--- src/include/owp_pkg.sv ---
// package: constants for the one-wire rgb pwm driver
package owp_pkg;
  localparam int             SHIFT_W       = 48;
  localparam int             GS_W          = 12;
  localparam int             LATCH_W       = 36;
  localparam logic [11:0]    WRITE_KEY     = 12'h3aa;
  localparam int             KEY_LSB       = 36;
  localparam int             CH0_LSB       = 24;
  localparam int             CH1_LSB       = 12;
  localparam int             CH2_LSB       = 0;
  localparam int             SYS_MHZ       = 100;
  localparam int             COUNT_MHZ     = 12;
  // count clock divider, rounded down so the count clock is never slower
  localparam int             COUNT_DIV     = SYS_MHZ / COUNT_MHZ;
  localparam int             PERIOD_W      = 16;
  localparam logic [15:0]    PERIOD_MAX    = 16'hffff;
  localparam int             ZERO_NUM      = 9;
  localparam int             ZERO_DEN      = 10;
  localparam int             EOP_PERIODS   = 4;
  localparam int             LATCH_PERIODS = 8;
  typedef enum logic [1:0] {
    OWP_MEASURE1 = 2'b00,
    OWP_MEASURE2 = 2'b01,
    OWP_BIT      = 2'b11,
    OWP_FORWARD  = 2'b10
  } owp_state_t;
endpackage

--- src/include/owp_pwm_if.sv ---
// interface: latched levels and latch strobe into the pwm engine
`timescale 1ns/1ps
`default_nettype none
interface owp_pwm_if;
  logic [owp_pkg::LATCH_W-1:0] levels;
  logic                        load;
  logic [2:0]                  sink_on;
  modport ctrl (output levels, output load, input sink_on);
  modport pwm (input levels, input load, output sink_on);
endinterface
`default_nettype wire

--- src/core/owp_pwm.sv ---
// module: 12-bit pwm engine on an internal count clock tick
`timescale 1ns/1ps
`default_nettype none
module owp_pwm #(
  parameter int DIV = owp_pkg::COUNT_DIV
) (
  input wire logic clk,
  input wire logic rst,
  owp_pwm_if.pwm   bus
);
  logic [7:0]                  div;
  logic [7:0]                  next_div;
  logic [11:0]                 cnt;
  logic [11:0]                 next_cnt;
  logic [owp_pkg::LATCH_W-1:0] gs;
  logic [owp_pkg::LATCH_W-1:0] next_gs;
  logic [2:0]                  on;
  logic [2:0]                  next_on;
  logic                        tick;

  assign bus.sink_on = on;

  // tick generator, restarted at each latch load, stands in for the internal oscillator
  always_comb begin
    tick     = (div == 8'(DIV - 1));
    next_div = tick ? 8'h00 : div + 8'h01;
    next_cnt = cnt;
    next_gs  = gs;
    next_on  = on;
    if (bus.load) begin
      next_gs  = bus.levels;
      next_cnt = 12'h000;
      next_on  = 3'h0;
      next_div = 8'h00;
    end else if (tick) begin
      next_cnt = cnt + 12'h001;
      for (int c = 0; c < 3; c++) begin
        // on from count one while count <= level; level zero never lights
        next_on[c] = (next_cnt != 12'h000) && (gs[c*12 +: 12] != 12'h000)
                     && (next_cnt <= gs[c*12 +: 12]);
      end
    end
  end

  // channel c of levels: 0 = ch2, 1 = ch1, 2 = ch0 (register order)
  always_ff @(posedge clk or posedge rst) begin
    if (rst) begin
      div <= 8'h00;
      cnt <= 12'h000;
      gs  <= '0;
      on  <= 3'h0;
    end else begin
      div <= next_div;
      cnt <= next_cnt;
      gs  <= next_gs;
      on  <= next_on;
    end
  end
endmodule
`default_nettype wire

--- src/core/owp_driver.sv ---
// module: one-wire self-timed receiver, forwarder and rgb pwm driver top
//
// Function
// - outputs off after reset until nonzero levels are latched
// - output on while count between one and latched level; zero never lights
// - first-to-second rising edge sets bit period, after reset and each latch gap
// - period measurement shifts two zero bits into the register
// - no second edge before 0.9 period decodes a zero
// - second edge before half period decodes a one
// - packet-end hold freezes shift register and forwards the line
// - latch hold copies levels into display latch, pwm restarts
// - latch copies only when key equals 3aah
// - latch load resets counter and forces outputs off
// - bits 0-11 ch2, 12-23 ch1, 24-35 ch0, 36-47 key
// - counter advances on a ~12 MHz internal tick that each latch load restarts
`timescale 1ns/1ps
`default_nettype none
module owp_driver #(
  parameter int EOP_PERIODS   = owp_pkg::EOP_PERIODS,
  parameter int LATCH_PERIODS = owp_pkg::LATCH_PERIODS
) (
  // clock and reset
  input  wire logic       CLK_SYS,
  input  wire logic       SYS_RST,
  // serial link
  input  wire logic       SERIAL_LINE_IN,
  output var  logic       SERIAL_LINE_OUT,
  // led sinks, high = sinking
  output var  logic [2:0] LED_SINK_OUTPUT
);
  localparam int PW = owp_pkg::PERIOD_W;
  localparam int LW = PW + 4;

  ////////////////////////////////////////////////////////////////////////////
  // state
  owp_pkg::owp_state_t               st;
  owp_pkg::owp_state_t               next_st;
  logic [PW-1:0]                     period;
  logic [PW-1:0]                     next_period;
  logic [LW-1:0]                     timer;
  logic [LW-1:0]                     next_timer;
  logic [LW-1:0]                     low_cnt;
  logic [LW-1:0]                     next_low_cnt;
  logic [owp_pkg::SHIFT_W-1:0]       shreg;
  logic [owp_pkg::SHIFT_W-1:0]       next_shreg;
  logic [owp_pkg::LATCH_W-1:0]       levels;
  logic [owp_pkg::LATCH_W-1:0]       next_levels;
  logic                              load;
  logic                              next_load;
  logic                              prev_in;
  logic                              sout;
  logic                              next_sout;
  logic                              second_edge;
  logic                              next_second_edge;
  logic                              rise;
  logic                              eop_hit;
  logic                              latch_hit;
  logic [LW-1:0]                     zero_lim;
  logic [LW-1:0]                     one_lim;
  logic [LW-1:0]                     eop_lim;
  logic [LW-1:0]                     latch_lim;

  owp_pwm_if                         pwm_bus ();

  assign pwm_bus.levels = levels;
  assign pwm_bus.load   = load;

  // thresholds derived from measured period; latch must exceed packet end
  always_comb begin
    one_lim   = LW'({period, 4'h0} >> 5); // half period
    zero_lim  = LW'((32'(period) * owp_pkg::ZERO_NUM) / owp_pkg::ZERO_DEN);
    eop_lim   = LW'(32'(period) * EOP_PERIODS);
    latch_lim = LW'(32'(period) * LATCH_PERIODS);
  end

  assign rise      = SERIAL_LINE_IN && !prev_in;
  assign eop_hit   = !SERIAL_LINE_IN && (low_cnt >= eop_lim);
  assign latch_hit = !SERIAL_LINE_IN && (low_cnt >= latch_lim);

  ////////////////////////////////////////////////////////////////////////////
  // receiver next-state logic
  // inputs are taken as already synchronous, so edges are found directly
  always_comb begin
    next_st          = st;
    next_period      = period;
    next_timer       = (timer == '1) ? timer : timer + LW'(1);
    next_low_cnt     = SERIAL_LINE_IN ? '0 : ((low_cnt == '1) ? low_cnt : low_cnt + LW'(1));
    next_shreg       = shreg;
    next_levels      = levels;
    next_load        = 1'b0;
    next_sout        = 1'b0;
    next_second_edge = second_edge;
    case (st)
      owp_pkg::OWP_MEASURE1: begin
        if (rise) begin
          next_timer = LW'(1);
          next_st    = owp_pkg::OWP_MEASURE2;
        end
      end
      owp_pkg::OWP_MEASURE2: begin
        if (rise) begin
          // saturate so an over-slow host still gets a finite period
          next_period = (timer > LW'(owp_pkg::PERIOD_MAX)) ? owp_pkg::PERIOD_MAX
                                                           : timer[PW-1:0];
          next_shreg  = {shreg[owp_pkg::SHIFT_W-3:0], 2'b00};
          next_timer  = LW'(1);
          // this rise opens the second timing slot, already counted as a zero
          next_second_edge = 1'b1;
          next_st     = owp_pkg::OWP_BIT;
        end
      end
      owp_pkg::OWP_BIT: begin
        if (rise && !second_edge && (timer < one_lim)) begin
          next_shreg       = {shreg[owp_pkg::SHIFT_W-2:0], 1'b1};
          next_second_edge = 1'b1;
        end else if (rise) begin
          next_timer       = LW'(1);
          next_second_edge = 1'b0;
        end else if (!second_edge && timer == zero_lim) begin
          next_shreg       = {shreg[owp_pkg::SHIFT_W-2:0], 1'b0};
          next_second_edge = 1'b1;
        end
        if (eop_hit) begin
          next_st = owp_pkg::OWP_FORWARD;
        end
      end
      owp_pkg::OWP_FORWARD: begin
        next_sout = SERIAL_LINE_IN;
      end
      default: begin
        next_st = owp_pkg::OWP_MEASURE1;
      end
    endcase
    // latch gap in bit or forward state overrides next state and line output, then period is re-measured
    if (latch_hit && (st == owp_pkg::OWP_FORWARD || st == owp_pkg::OWP_BIT)) begin
      if (shreg[owp_pkg::SHIFT_W-1:owp_pkg::KEY_LSB] == owp_pkg::WRITE_KEY) begin
        next_levels = shreg[owp_pkg::LATCH_W-1:0];
        next_load   = 1'b1;
      end
      next_st   = owp_pkg::OWP_MEASURE1;
      next_sout = 1'b0;
    end
  end

  // receiver registers
  always_ff @(posedge CLK_SYS or posedge SYS_RST) begin
    if (SYS_RST) begin
      st          <= owp_pkg::OWP_MEASURE1;
      period      <= owp_pkg::PERIOD_MAX;
      timer       <= '0;
      low_cnt     <= '0;
      shreg       <= '0;
      levels      <= '0;
      load        <= 1'b0;
      prev_in     <= 1'b0;
      sout        <= 1'b0;
      second_edge <= 1'b0;
    end else begin
      st          <= next_st;
      period      <= next_period;
      timer       <= next_timer;
      low_cnt     <= next_low_cnt;
      shreg       <= next_shreg;
      levels      <= next_levels;
      load        <= next_load;
      prev_in     <= SERIAL_LINE_IN;
      sout        <= next_sout;
      second_edge <= next_second_edge;
    end
  end

  ////////////////////////////////////////////////////////////////////////////
  // pwm engine and outputs
  owp_pwm u_pwm (
    .clk (CLK_SYS),
    .rst (SYS_RST),
    .bus (pwm_bus)
  );

  // register order puts ch0 highest; pins are ch0..ch2 at bits 0..2
  always_ff @(posedge CLK_SYS or posedge SYS_RST) begin
    if (SYS_RST) begin
      LED_SINK_OUTPUT <= 3'h0;
      SERIAL_LINE_OUT <= 1'b0;
    end else begin
      LED_SINK_OUTPUT <= {pwm_bus.sink_on[0], pwm_bus.sink_on[1], pwm_bus.sink_on[2]};
      SERIAL_LINE_OUT <= sout;
    end
  end
endmodule
`default_nettype wire

--- config.mk ---
export PLATFORM = sky130hd
export DESIGN_NAME = owp_driver
export DESIGN_NICKNAME = d
export VERILOG_FILES = /design/src/include/owp_pkg.sv /design/src/include/owp_pwm_if.sv /design/src/core/owp_pwm.sv /design/src/core/owp_driver.sv
export SDC_FILE = /design/constraint.sdc
export NUM_CORES = 1
export LEC_CHECK = 0
export BUFFER_PORTS_ARGS = -buffer_cell sky130_fd_sc_hd__buf_2
export CORE_ASPECT_RATIO = 1.1
export CORE_MARGIN = 10
export CORE_UTILIZATION = 50
export DETAILED_ROUTE_END_ITERATION = 6
export HOLD_SLACK_MARGIN = 0.03
export PLACE_DENSITY = 0.69
export REMOVE_ABC_BUFFERS = 1
export SYNTH_ARGS = -nofsm -noshare
export SYNTH_HDL_FRONTEND = slang
export SYNTH_HIERARCHICAL = 1
export SYNTH_SLANG_ARGS = --single-unit
export TNS_END_PERCENT = 5
--- constraint.sdc ---
create_clock -name CLK_SYS -period 8.8 [get_ports CLK_SYS]
set_input_delay 0.88 -clock CLK_SYS [delete_from_list [all_inputs] [get_ports CLK_SYS]]
set_output_delay 0.88 -clock CLK_SYS [all_outputs]
set_load 0.02 [all_outputs]
Yosys cells after proc, flatten, opt, wreduce, memory -nomap -nowiden
Cells that the tools add are included.
{"block": "word_totals", "register_bits": 209, "inputBits": 3, "output_inout_bits": 4, "wordCells": 108}
{"block": "classes", "n_addsub": 4, "multipliers": 1, "div_mod_pow": 1, "order_cmp": 7, "eq_ne": 16, "mux": 32, "n_reduce_logical": 31}
{"cell": "$mux 48", "n": 4}
{"cell": "$mux 20", "n": 5}
{"cell": "$pmux 48 s2", "n": 1}
{"cell": "$reduce_bool 12->1", "n": 4}
{"cell": "$add 20x1->20 const B", "n": 2}
{"cell": "$eq 20x20->1 const B", "n": 2}
{"cell": "$pmux 20 s2", "n": 1}
{"cell": "$le 12x12->1", "n": 3}
{"cell": "$div 20x4->32 const B", "n": 1}
{"cell": "$mux 12", "n": 2}
{"cell": "$eq 20x20->1", "n": 1}
{"cell": "$ge 20x18->1", "n": 1}
{"cell": "$ge 20x19->1", "n": 1}
{"cell": "$gt 20x16->1 const B", "n": 1}
{"cell": "$lt 20x15->1", "n": 1}
{"cell": "$mul 16x4->20 const B", "n": 1}
{"cell": "$mux 16", "n": 1}
{"cell": "$mux 8", "n": 2}
{"cell": "$logic_and 1x1->1", "n": 13}
{"cell": "$add 12x1->12 const B", "n": 1}
{"cell": "$eq 12x10->1 const B", "n": 1}
{"cell": "$ne 3x3->1 const B", "n": 4}
{"cell": "$add 8x1->8 const B", "n": 1}
{"cell": "$eq 8x3->1 const B", "n": 1}
{"cell": "other kinds (19)", "n": 37}

Depth between registers and ports, before layout
Gate-level depths: netlist (run 1).
{"block": "depth", "depth_word": 8, "depth_mapped": 35, "depth_no_buf": 29}

By module
Netlist (run 1), hierarchy kept.
{"module": "owp_driver", "n_inst": 1, "cells_per_inst": 1215, "area_each_um2": 11578.6, "seq_area_each_um2": 3773.6}
{"module": "owp_pwm", "n_inst": 1, "cells_per_inst": 398, "area_each_um2": 3609.7, "seq_area_each_um2": 1476.4}

Worst setup path before layout (run 1)
Ideal clock, no wire load.
{"block": "synth_path", "path_type": "reg2reg", "start": "register period[4]", "end": "register shreg[10] in the netlist's numbering", "setup_time_ns": 0.127, "arrival_time_ns": 9.059, "t_required_ns": 8.673, "path_slack_ns": -0.387, "path_stages_with_launch": 34, "n_path_buf": 4, "cell_sequence": "dfstp_2 -> ha_1 -> ha_1 -> fa_1 -> a211oi_2 -> o21ai_1 -> a221oi_4 -> o22ai_2 -> or3_1 -> a31oi_4 -> nor3_1 -> o31a_1 -> a211oi_2 -> o221ai_2 -> and4_1 -> or4_4 -> nor2_4 -> o22ai_1 -> or3_1 -> buf_6 -> a311oi_2 -> a22o_2 -> buf_6 -> nand3_2 -> a31o_1 -> a311oi_4 -> nor3_1 -> a2111o_1 -> or4_1 -> a2111o_1 -> nand3_2 -> buf_6 -> buf_8 -> mux2_1"}
{"block": "synth_between", "elab_chain_cells": 6, "elab_cells_between_ends": 11}
{"item": "start, declared", "line": "owp_driver.sv:38", "text": "logic [PW-1:0] period;"}
{"item": "start signal, assigned", "line": "owp_driver.sv:149", "text": "period <= owp_pkg::PERIOD_MAX;"}
{"item": "start signal, assigned", "line": "owp_driver.sv:160", "text": "period <= next_period;"}
{"item": "$mul 16x4->20", "line": "owp_driver.sv:71", "text": "zero_lim = LW'((32'(period) * owp_pkg::ZERO_NUM) / owp_pkg::ZERO_DEN);"}
{"item": "$div 20x4->32", "line": "owp_driver.sv:71"}
{"item": "$eq 20x20->1", "line": "owp_driver.sv:119", "text": "end else if (!second_edge && timer == zero_lim) begin"}
{"item": "$logic_and 1x1->1", "line": "owp_driver.sv:119"}
{"item": "$ne 3x3->1 (no source line)"}
{"item": "$reduce_and 4->1 (no source line)"}
{"item": "end signal, assigned", "line": "owp_driver.sv:163", "text": "shreg <= next_shreg;"}
{"item": "end, declared", "line": "owp_driver.sv:44", "text": "logic [owp_pkg::SHIFT_W-1:0] shreg;"}
Parallel ways exist; a longest one is shown, timed or not.
A chain may end at the register's enable or synchronous reset.

Worst setup path after layout (run 1)
{"block": "layout_path", "start": "register period[4]", "end": "register shreg[28] in the netlist's numbering"}
Same word-level chain as after synthesis.

==> results of run 1 <==
==> critical path, delay by kind of cell, from the launching register on <==
| family | cells | cell delay (ps) |
|---|---|---|
| DFF | 1 | 550 |
| and+or+nand+nor | 8 | 1970 |
| buffers and inverters | 10 | 1470 |
| adders and majority gates | 3 | 740 |
| muxes | 2 | 510 |
| AOI/OAI and AO/OA | 16 | 3890 |
==> stage by stage <==
stage                     hold slack (ps)  instances  setup TNS, ps  util, %  area, sq um
after floorplan                       331       1541         -61230        -        14800
after global placement                362       2116         -30180     56.5        16800
after detailed placement              367       2116         -36120     56.5        16800
after CTS                             380       2182          -9900     61.0        18100
after global routing                  399       2204         -35820     62.8        18700
final                                 381       2204         -17230     62.8        18700
==> worst paths after layout <==
| path | startpoint | end | slack [ps] | cells past startpoint |
|---|---|---|---|---|
| worst min register to register | u_pwm/bus.sink_on[2] | LED_SINK_OUTPUT[0] | 380 | 0 |
| worst min-delay path | u_pwm/bus.sink_on[2] | LED_SINK_OUTPUT[0] | 380 | 0 |
| max in group asynchronous | SYS_RST | st[1] | 6930 | 3 |
| min in group asynchronous | SYS_RST | levels[18] | 500 | 2 |
| worst max-delay path | period[4] | shreg[28] | -450 | 39 |
| worst max register to register | period[4] | shreg[28] | -450 | 39 |
==> kinds of logic after synthesis <==
kind of cell               share of synthesized area, %
buffers and inverters                              4.50
and+or+nand+nor                                    17.2
AOI/OAI and AO/OA                                  17.5
xor gates and xnor gates                           5.65
muxes                                              11.0
adders and majority gates                          9.59
DFF                                                34.6
==> flip-flops by register name, indices dropped and copies added, names as in the netlist, 2 cells and up <==
name,cells
LED_SINK_OUTPUT,3
levels,36
low_cnt,20
period,16
shreg,48
st,2
timer,20
u_pwm/bus.sink_on,3
u_pwm/cnt,12
u_pwm/div,8
u_pwm/gs,36
==> synthesized netlist by cell type (5+ instances only) <==
| cell type | instances | share of area [%] |
|---|---|---|
| a21o_1 | 14 | 0.69 |
| nor4_1 | 31 | 1.3 |
| nand3_1 | 66 | 2.2 |
| clkbuf_1 | 43 | 1.1 |
| o31ai_1 | 15 | 0.74 |
| o21ai_0 | 89 | 2.9 |
| o32ai_1 | 6 | 0.35 |
| ha_1 | 114 | 9.4 |
| mux2_2 | 85 | 6.3 |
| nor2_2 | 5 | 0.21 |
| buf_6 | 8 | 0.59 |
| o22ai_1 | 5 | 0.21 |
| buf_2 | 13 | 0.43 |
| a21oi_1 | 90 | 3.0 |
| a221oi_1 | 5 | 0.29 |
| nor2b_1 | 18 | 0.74 |
| a41oi_1 | 7 | 0.40 |
| a31oi_1 | 14 | 0.58 |
| mux2i_1 | 12 | 0.79 |
| nand2_1 | 114 | 2.8 |
| xnor2_1 | 52 | 3.0 |
| and2_1 | 5 | 0.21 |
| nor3_1 | 44 | 1.4 |
| nor2_1 | 132 | 3.3 |
| nand2b_1 | 15 | 0.62 |
| and3_1 | 13 | 0.54 |
| a2111oi_0 | 5 | 0.29 |
| dfrtp_1 | 193 | 32 |
| mux2_1 | 26 | 1.9 |
| dfstp_2 | 16 | 2.8 |
| or3_1 | 14 | 0.58 |
| o21ai_1 | 9 | 0.30 |
| inv_1 | 74 | 1.8 |
| a211o_1 | 6 | 0.35 |
| a211oi_1 | 21 | 1.0 |
| o211ai_1 | 14 | 0.69 |
| mux2_4 | 20 | 2.0 |
| xor2_1 | 46 | 2.7 |
| or2_2 | 8 | 0.33 |
| nand4_1 | 29 | 1.2 |
==> per-layer routing <==
| layer | up-vias | GRT usage, % |
|---|---|---|
| met5 | - | 0 |
| met4 | 0 | 4.70 |
| met3 | 79 | 2.54 |
| met2 | 339 | 31.7 |
| met1 | 6357 | 28.5 |
| li1 | 6364 | - |
==> repair_timing <==
item | in CTS | in global routing
gates cloned | 4 | 1
hold buffers | 0 | 0
gates resized for setup | 74 | 65
setup endpoints to repair | 49 | 49
buffers inserted | 21 | 24
pin swaps | 45 | 41
==> final cells by class <==
class,count,area [sq um]
clock buffers,31,646
clock inverters,10,108
fillers,2387,11100
inverters,75,287
multi-input cells,1258,9860
flip-flops and latches,209,5250
well taps,374,468
repair buffers,247,2040
==> results.py, run 1 <==
metrics = {
    "routing": {
        "ant_nets": 0,
        "met3_wirelength_mm": 1.93,
        "drt_wl_total_mm": 38.8,
        "wl_met2_mm": 18.0,
        "drc": 0,
        "num_vias": 13100,
        "dr.pass1.iters": 5,
        "wl_per_cell_um": 17.6,
        "drt-initial-drc-count": 956,
        "viasPerCell": 5.96,
        "routed.top_layer": "met4",
        "wl_met1_mm": 18.0,
    },
    "die": {
        "die_w_um": 186,
        "ios": 7,
        "dieArea_sq_um": 37800,
        "start_util_pct": 51.1,
        "design.core.area_sq_um": 29700,
        "dieHeight_um": 203,
        "core.rowCount": 66,
    },
    "sta": {
        "period_minus_slack_ps": 9250,
        "setup_viol": 47,
        "finClkSkew_ps": 10.8,
        "finalWorstSetupSlack_ps": -450,
        "timing.fmax_mhz": 108,
        "worstMarginPinSlew_ps": 1160,
        "rsz0062_at_grt": "true",
        "slew_headroom_pct": 22.4,
        "timing_hold_violations_final": 0,
        "finalCritPeriodShare_pct": 105,
        "slew_viol_final": 0,
    },
    "global_route": {
        "globalRouteTotalUtil_pct": 20.1,
        "grt_pass1_vias": 12600,
        "grt_antenna_before_repair": 0,
        "grt_pass1_wl_mm": 63.9,
        "grt_max_degree": 87,
        "overflow": 0,
    },
    "critical_path": {
        "critical_path_class": "flop to flop",
        "startpoint_type": "flop",
        "cpPeakStageDelay_ps": 580,
        "required_ps": 9190,
        "crit_top_cell": "buf_4",
        "crit_path_end_kind": "flop",
        "slowest_stage": "or4_4",
        "cp_data_arrival_time_ps": 9640,
        "path_max_fanout": 8,
    },
    "cts": {
        "clk_pin_slew_ps": 70,
        "cts.sinks": 209,
        "clkLatencyLatePin_ps": 510,
        "cts_buffers": 23,
        "clk_path_buf_depth": 3,
        "ctsHtreeMaxLevel": 1,
        "clockRootBuffer": "clkbuf_16",
        "cts_tree": "built",
    },
    "run_status": {
        "violations": "negative setup slack",
        "outcome": "finished, violations left",
    },
    "placement": {
        "gp_congestion": 0.938,
        "port_buffers": 6,
        "dpl_worst_slack_ps": -810,
        "dp_hpwl_mm": 27.0,
    },
    "layout": {
        "drive_above_1_share_pct": 29.5,
        "final_cell_mix": "buf_4 (216), dfrtp_1 (191), nor2_1 (130)",
        "area_growth_pct": 22.9,
        "layout.nets": 1932,
        "n_antenna_cell": 0,
        "layout_commonest_cell": "buf_4",
    },
    "synth": {
        "syn-instance-count": 1613,
        "ys_ff_latch": 209,
        "synth_edf_count": 0,
        "ys.flop_type": "dfrtp_1",
        "yosysWarnings": 6,
        "synth_seq_area_share_pct": 34.6,
        "postSynthAreaPerCell_sq_um": 9.42,
        "synthArstFlopShare_pct": 100,
        "synth.distinct_cells": 105,
        "syn_area_sq_um": 15200,
    },
    "flow_run": {
        "drv_cap": 0,
    },
    "min_path": {
        "min_path_type": "flop to flop",
    },
}
Power of run 1 is not shown: default switching activity piles up to over one toggle a cycle in this logic, so the estimate is an artifact.
==> run 2, diff against run 1 <==
Settings changed: SLEW_MARGIN set to 20.
Clock period 8.8 ns to 8 ns, I/O delays scaled along.
==> results.py, run 2 (synthesis results as in run 1) <==
metrics = {
    "critical_path": {
        "required_ps": 8390,
        "crit_top_cell": "buf_6",
        "path_max_fanout": 8,
        "cp_data_arrival_time_ps": 9620,
        "slowest_stage": "dfstp_2",
        "crit_path_end_kind": "flop",
        "cpPeakStageDelay_ps": 560,
        "startpoint_type": "flop",
        "critical_path_class": "flop to flop",
    },
    "cts": {
        "cts_tree": "built",
        "clk_pin_slew_ps": 60,
        "cts.sinks": 209,
        "clockRootBuffer": "clkbuf_16",
        "cts_buffers": 22,
        "clkLatencyLatePin_ps": 500,
        "ctsHtreeMaxLevel": 1,
        "clk_path_buf_depth": 3,
    },
    "die": {
        "core.rowCount": 66,
        "dieHeight_um": 203,
        "die_w_um": 186,
        "dieArea_sq_um": 37800,
        "start_util_pct": 51.1,
        "design.core.area_sq_um": 29700,
        "ios": 7,
    },
    "layout": {
        "top_register": "shreg",
        "post-route-util_pct": 63.9,
        "area_growth_pct": 25.0,
        "largest_reg_flops": 48,
        "fillers": 2358,
        "fin_cells": 2225,
        "top_regs": "shreg: 48 flops, levels: 36 flops, u_pwm/gs: 36 flops",
        "multiInputGateArea_sq_um": 9940,
        "layout.nets": 1953,
        "final_cell_mix": "buf_4 (231), dfrtp_1 (191), nor2_1 (131)",
        "layout_commonest_cell": "buf_4",
        "seq_area_sq_um": 5250,
        "drive_above_1_share_pct": 30.9,
        "n_antenna_cell": 0,
    },
    "routing": {
        "num_vias": 13300,
        "viasPerCell": 5.98,
        "drc": 0,
        "wl_per_cell_um": 17.9,
        "ant_nets": 0,
        "dr.pass1.iters": 6,
        "drt-initial-drc-count": 1117,
        "drt_wl_total_mm": 39.9,
    },
    "global_route": {
        "overflow": 0,
        "grt_antenna_before_repair": 0,
        "grt_pass1_vias": 13000,
        "grt_pass1_wl_mm": 65.8,
        "globalRouteTotalUtil_pct": 20.7,
        "grt_max_degree": 103,
    },
    "sta": {
        "timing_hold_violations_final": 0,
        "worstMarginPinSlew_ps": 931,
        "slew_headroom_pct": 37.9,
        "fin_hold_ws_ps": 383,
        "setup_viol": 49,
        "timing.fmax_mhz": 108,
        "slew_viol_final": 0,
        "rsz0062_at_grt": "true",
        "fin_tns_setup_ps": -55400,
        "period_minus_slack_ps": 9230,
        "finalWorstSetupSlack_ps": -1230,
        "finClkSkew_ps": 12.4,
        "finalCritPeriodShare_pct": 115,
    },
    "flow_run": {
        "drv_cap": 0,
    },
    "min_path": {
        "min_path_type": "flop to flop",
    },
    "placement": {
        "gp_congestion": 0.921,
        "dp_hpwl_mm": 27.7,
        "place_inst": 2142,
        "port_buffers": 6,
    },
    "run_status": {
        "outcome": "finished, violations left",
        "violations": "negative setup slack",
    },
}
==> run 2: cell types whose count changed in the layout (fill, tap and decap cells not counted), moves of 3 or more <==
| cell | before | now |
|---|---|---|
| a211oi_2 | 7 | 4 |
| mux2_1 | 24 | 3 |
| clkinv_2 | 6 | 3 |
| a21oi_4 | 4 | 1 |
| mux2_4 | 22 | 43 |
| buf_6 | 15 | 19 |
| nand3_1 | 63 | 66 |
| nor4_2 | 4 | 1 |
| buf_4 | 216 | 231 |
| nand3_2 | 5 | 2 |
| nor4_4 | 1 | 4 |
| a211oi_1 | 16 | 19 |
==> run 2: per-layer routing <==
metal	track usage [%]	share of wire, %	up-vias
met5	0	0	-
met1	28.6	46	6539
li1	-	-	6406
met3	2.54	4.3	54
met4	4.12	1.7	0
met2	33.8	48	305
==> run 2: final timing paths <==
kind                                 startpoint                  to  slack, ps  cells past startpoint
setup / recovery                      period[1]           shreg[14]      -1230                     39
hold / removal             u_pwm/bus.sink_on[2]  LED_SINK_OUTPUT[0]        380                      0
setup reg to reg                      period[1]           shreg[14]      -1230                     39
hold reg to reg            u_pwm/bus.sink_on[2]  LED_SINK_OUTPUT[0]        380                      0
max in group asynchronous               SYS_RST          low_cnt[8]       6310                      3
min in group asynchronous               SYS_RST          levels[18]        470                      2
==> run 2: stage by stage <==
stage               worst slack [ps]  area (sq um)
finish                         -1230         19000
global route                   -1530         19000
CTS                            -1080         18500
detailed placement             -1540         17000
global placement               -1460         17000
floorplan                      -2110         14800
==> run 2: worst max-delay path: cells and delay by family, from the launching register on <==
| family | cells | cell delay (ps) |
|---|---|---|
| AO/OA/AOI/OAI | 13 | 3280 |
| XOR/XNOR | 1 | 90 |
| adder cells (fa/ha/maj) | 3 | 760 |
| buffers and inverters | 10 | 1580 |
| flip-flops | 1 | 560 |
| multiplexers | 2 | 450 |
| AND/OR/NAND/NOR | 10 | 2370 |
==> run 2: layout make-up <==
type	instances	area share, %
clock inverters	9	0.685
repair buffers	270	12.1
well taps	374	2.46
flip-flops and latches	209	27.7
multi-input cells	1257	52.3
clock buffers	31	3.29
inverters	75	1.51
==> run 2: timing repair <==
action / CTS / global route
gates resized for setup: 94 / 61
endpoints found under the setup margin: 49 / 49
gates cloned: 3 / 2
pin swaps: 41 / 31
hold endpoints to repair: 0 / 0
buffers inserted: 25 / 13
hold buffers: 0 / 0
Power of run 2 is left out for the same reason.
==> run 3, diff against run 2 <==
Settings changed: SYNTH_HIERARCHICAL 1 to not set.
==> results.py, run 3 <==
metrics = {
    "run_status": {
        "outcome": "finished, violations left",
        "violations": "negative setup slack",
    },
    "synth": {
        "synth_top_area_share_pct": 33.4,
        "yosysTopAreaCell": "dfrtp_1",
        "synth_edf_count": 0,
        "yosysWarnings": 0,
        "postSynthAreaPerCell_sq_um": 9.48,
        "synth.distinct_cells": 92,
        "syn-instance-count": 1527,
        "ys_top_cells_by_area": "dfrtp_1 (33%), ha_1 (9.8%), mux2_2 (6.6%), nor2_1 (3.7%), xor2_1 (3.3%)",
        "ys.flop_type": "dfrtp_1",
        "synthArstFlopShare_pct": 100,
        "synth_commonest_cells": "dfrtp_1 (193), nor2_1 (144), ha_1 (113)",
        "syn_area_sq_um": 14500,
        "synth_seq_area_share_pct": 36.3,
        "ys_ff_latch": 209,
        "yosysMostFrequentCell": "dfrtp_1",
    },
    "global_route": {
        "grt_pass1_vias": 12300,
        "overflow": 0,
        "grt_pass1_wl_mm": 59.7,
        "grt_antenna_before_repair": 0,
        "globalRouteTotalUtil_pct": 19.1,
        "grt_max_degree": 108,
    },
    "placement": {
        "gp_congestion": 0.905,
        "port_buffers": 6,
        "place_inst": 2033,
        "dp_hpwl_mm": 25.0,
        "dpl_worst_slack_ps": -1000,
    },
    "layout": {
        "layout.nets": 1839,
        "final_cell_mix": "buf_4 (218), dfrtp_1 (192), nor2_1 (135)",
        "area_growth_pct": 23.0,
        "largest_reg_flops": 48,
        "layout_commonest_cell": "buf_4",
        "fin_cells": 2106,
        "fillers": 2352,
        "drive_above_1_share_pct": 28.4,
        "top_register": "shreg",
        "top_regs": "shreg: 48 flops, levels: 36 flops, u_pwm.gs: 36 flops",
        "n_antenna_cell": 0,
    },
    "cts": {
        "clk_path_buf_depth": 3,
        "ctsHtreeMaxLevel": 1,
        "clkLatencyLatePin_ps": 510,
        "clk_pin_slew_ps": 60,
        "cts_tree": "built",
        "cts_buffers": 22,
        "clockRootBuffer": "clkbuf_16",
        "cts.sinks": 209,
    },
    "flow_run": {
        "drv_cap": 0,
    },
    "die": {
        "start_util_pct": 50.5,
        "core.rowCount": 65,
        "design.core.area_sq_um": 28600,
        "ios": 7,
        "die_w_um": 182,
        "dieArea_sq_um": 36200,
        "dieHeight_um": 198,
    },
    "critical_path": {
        "critical_path_class": "flop to flop",
        "required_ps": 8390,
        "startpoint_type": "flop",
        "crit_path_end_kind": "flop",
        "r2r_setup_slack_ps": -680,
        "slowest_stage": "dfstp_2",
        "cpPeakStageDelay_ps": 530,
        "crit_top_cell": "buf_4",
        "path_max_fanout": 17,
        "cp_data_arrival_time_ps": 9070,
        "rr_worst_depth": 37,
    },
    "sta": {
        "finalCritPeriodShare_pct": 109,
        "slew_headroom_pct": 31.7,
        "fin_tns_setup_ps": -28720,
        "finalWorstSetupSlack_ps": -684,
        "setup_viol": 49,
        "rsz0062_at_grt": "true",
        "finClkSkew_ps": 20.8,
        "period_minus_slack_ps": 8680,
        "timing_hold_violations_final": 0,
        "timing.fmax_mhz": 115,
        "worstMarginPinSlew_ps": 1020,
        "slew_viol_final": 0,
    },
    "routing": {
        "drc": 0,
        "drt_wl_total_mm": 35.5,
        "wl_per_cell_um": 16.8,
        "num_vias": 12300,
        "drt-initial-drc-count": 823,
        "viasPerCell": 5.84,
        "dr.pass1.iters": 5,
        "ant_nets": 0,
    },
    "min_path": {
        "min_path_type": "flop to flop",
        "holdPathStages": 0,
    },
}
-- run 3: area by class of cell --
| type | count | area, sq um | share of cell area [%] |
|---|---|---|---|
| clock buffer | 33 | 632 | 3.55 |
| clock inverter | 7 | 80.1 | 0.450 |
| inverter | 66 | 255 | 1.43 |
| multi-input combinational | 1188 | 9280 | 52.2 |
| sequential | 209 | 5250 | 29.5 |
| tap | 368 | 460 | 2.59 |
| timing repair buffer | 235 | 1840 | 10.3 |
-- run 3: metal layers --
metal	up-vias	share of wire, %	global-route usage, %
met5	-	0	0
met4	0	2.6	5.31
met3	69	2.8	2.04
met2	209	50	33.6
met1	6043	44	24.2
li1	5971	-	-
-- run 3: kinds of logic after synthesis --
family	after synthesis	share of synthesized area [%]
AND/OR/NAND/NOR	479	15.8
adder cells (fa/ha/maj)	114	9.91
AO/OA/AOI/OAI	353	16.9
buffers and inverters	130	3.82
multiplexers	145	11.4
flip-flops	209	36.3
XOR/XNOR	97	5.87
-- run 3: through the flow --
| step | hold slack [ps] | utilization [%] | area [sq um] |
|---|---|---|---|
| 2_1_floorplan | 331 | - | 14200 |
| 3_3_place_gp | 346 | 56.5 | 16200 |
| 3_5_place_dp | 338 | 56.5 | 16200 |
| 4_1_cts | 370 | 60.6 | 17300 |
| 5_1_grt | 382 | 62.2 | 17800 |
| 6_report | 369 | 62.2 | 17800 |
-- run 3: path summary, 6_finish.rpt --
| path | from | to |
|---|---|---|
| setup / recovery | period[1] | shreg[25] |
| hold / removal | sout | SERIAL_LINE_OUT |
| setup reg to reg | period[1] | shreg[25] |
| hold reg to reg | sout | SERIAL_LINE_OUT |
| max in group asynchronous | SYS_RST | low_cnt[2] |
| min in group asynchronous | SYS_RST | u_pwm.div[5] |
-- run 3: worst max-delay path: cells and delay by family, from the launching register on --
family / cells / cell delay [ps]
fa+ha+maj: 3 / 800
mux: 2 / 650
buf+inv: 8 / 1180
compound gates: 19 / 4200
simple gates: 5 / 1190
flops: 1 / 530
-- run 3: repair_timing --
item                                   in CTS  in global routing
buffers inserted                           14                 17
cloned                                      1                  2
endpoints found under the hold margin       0                  0
pin swaps                                  28                 34
setup endpoints to repair                  49                 49
gates resized for setup                    68                 55
hold buffers                                0                  0
Power of run 3 is left out for the same reason.
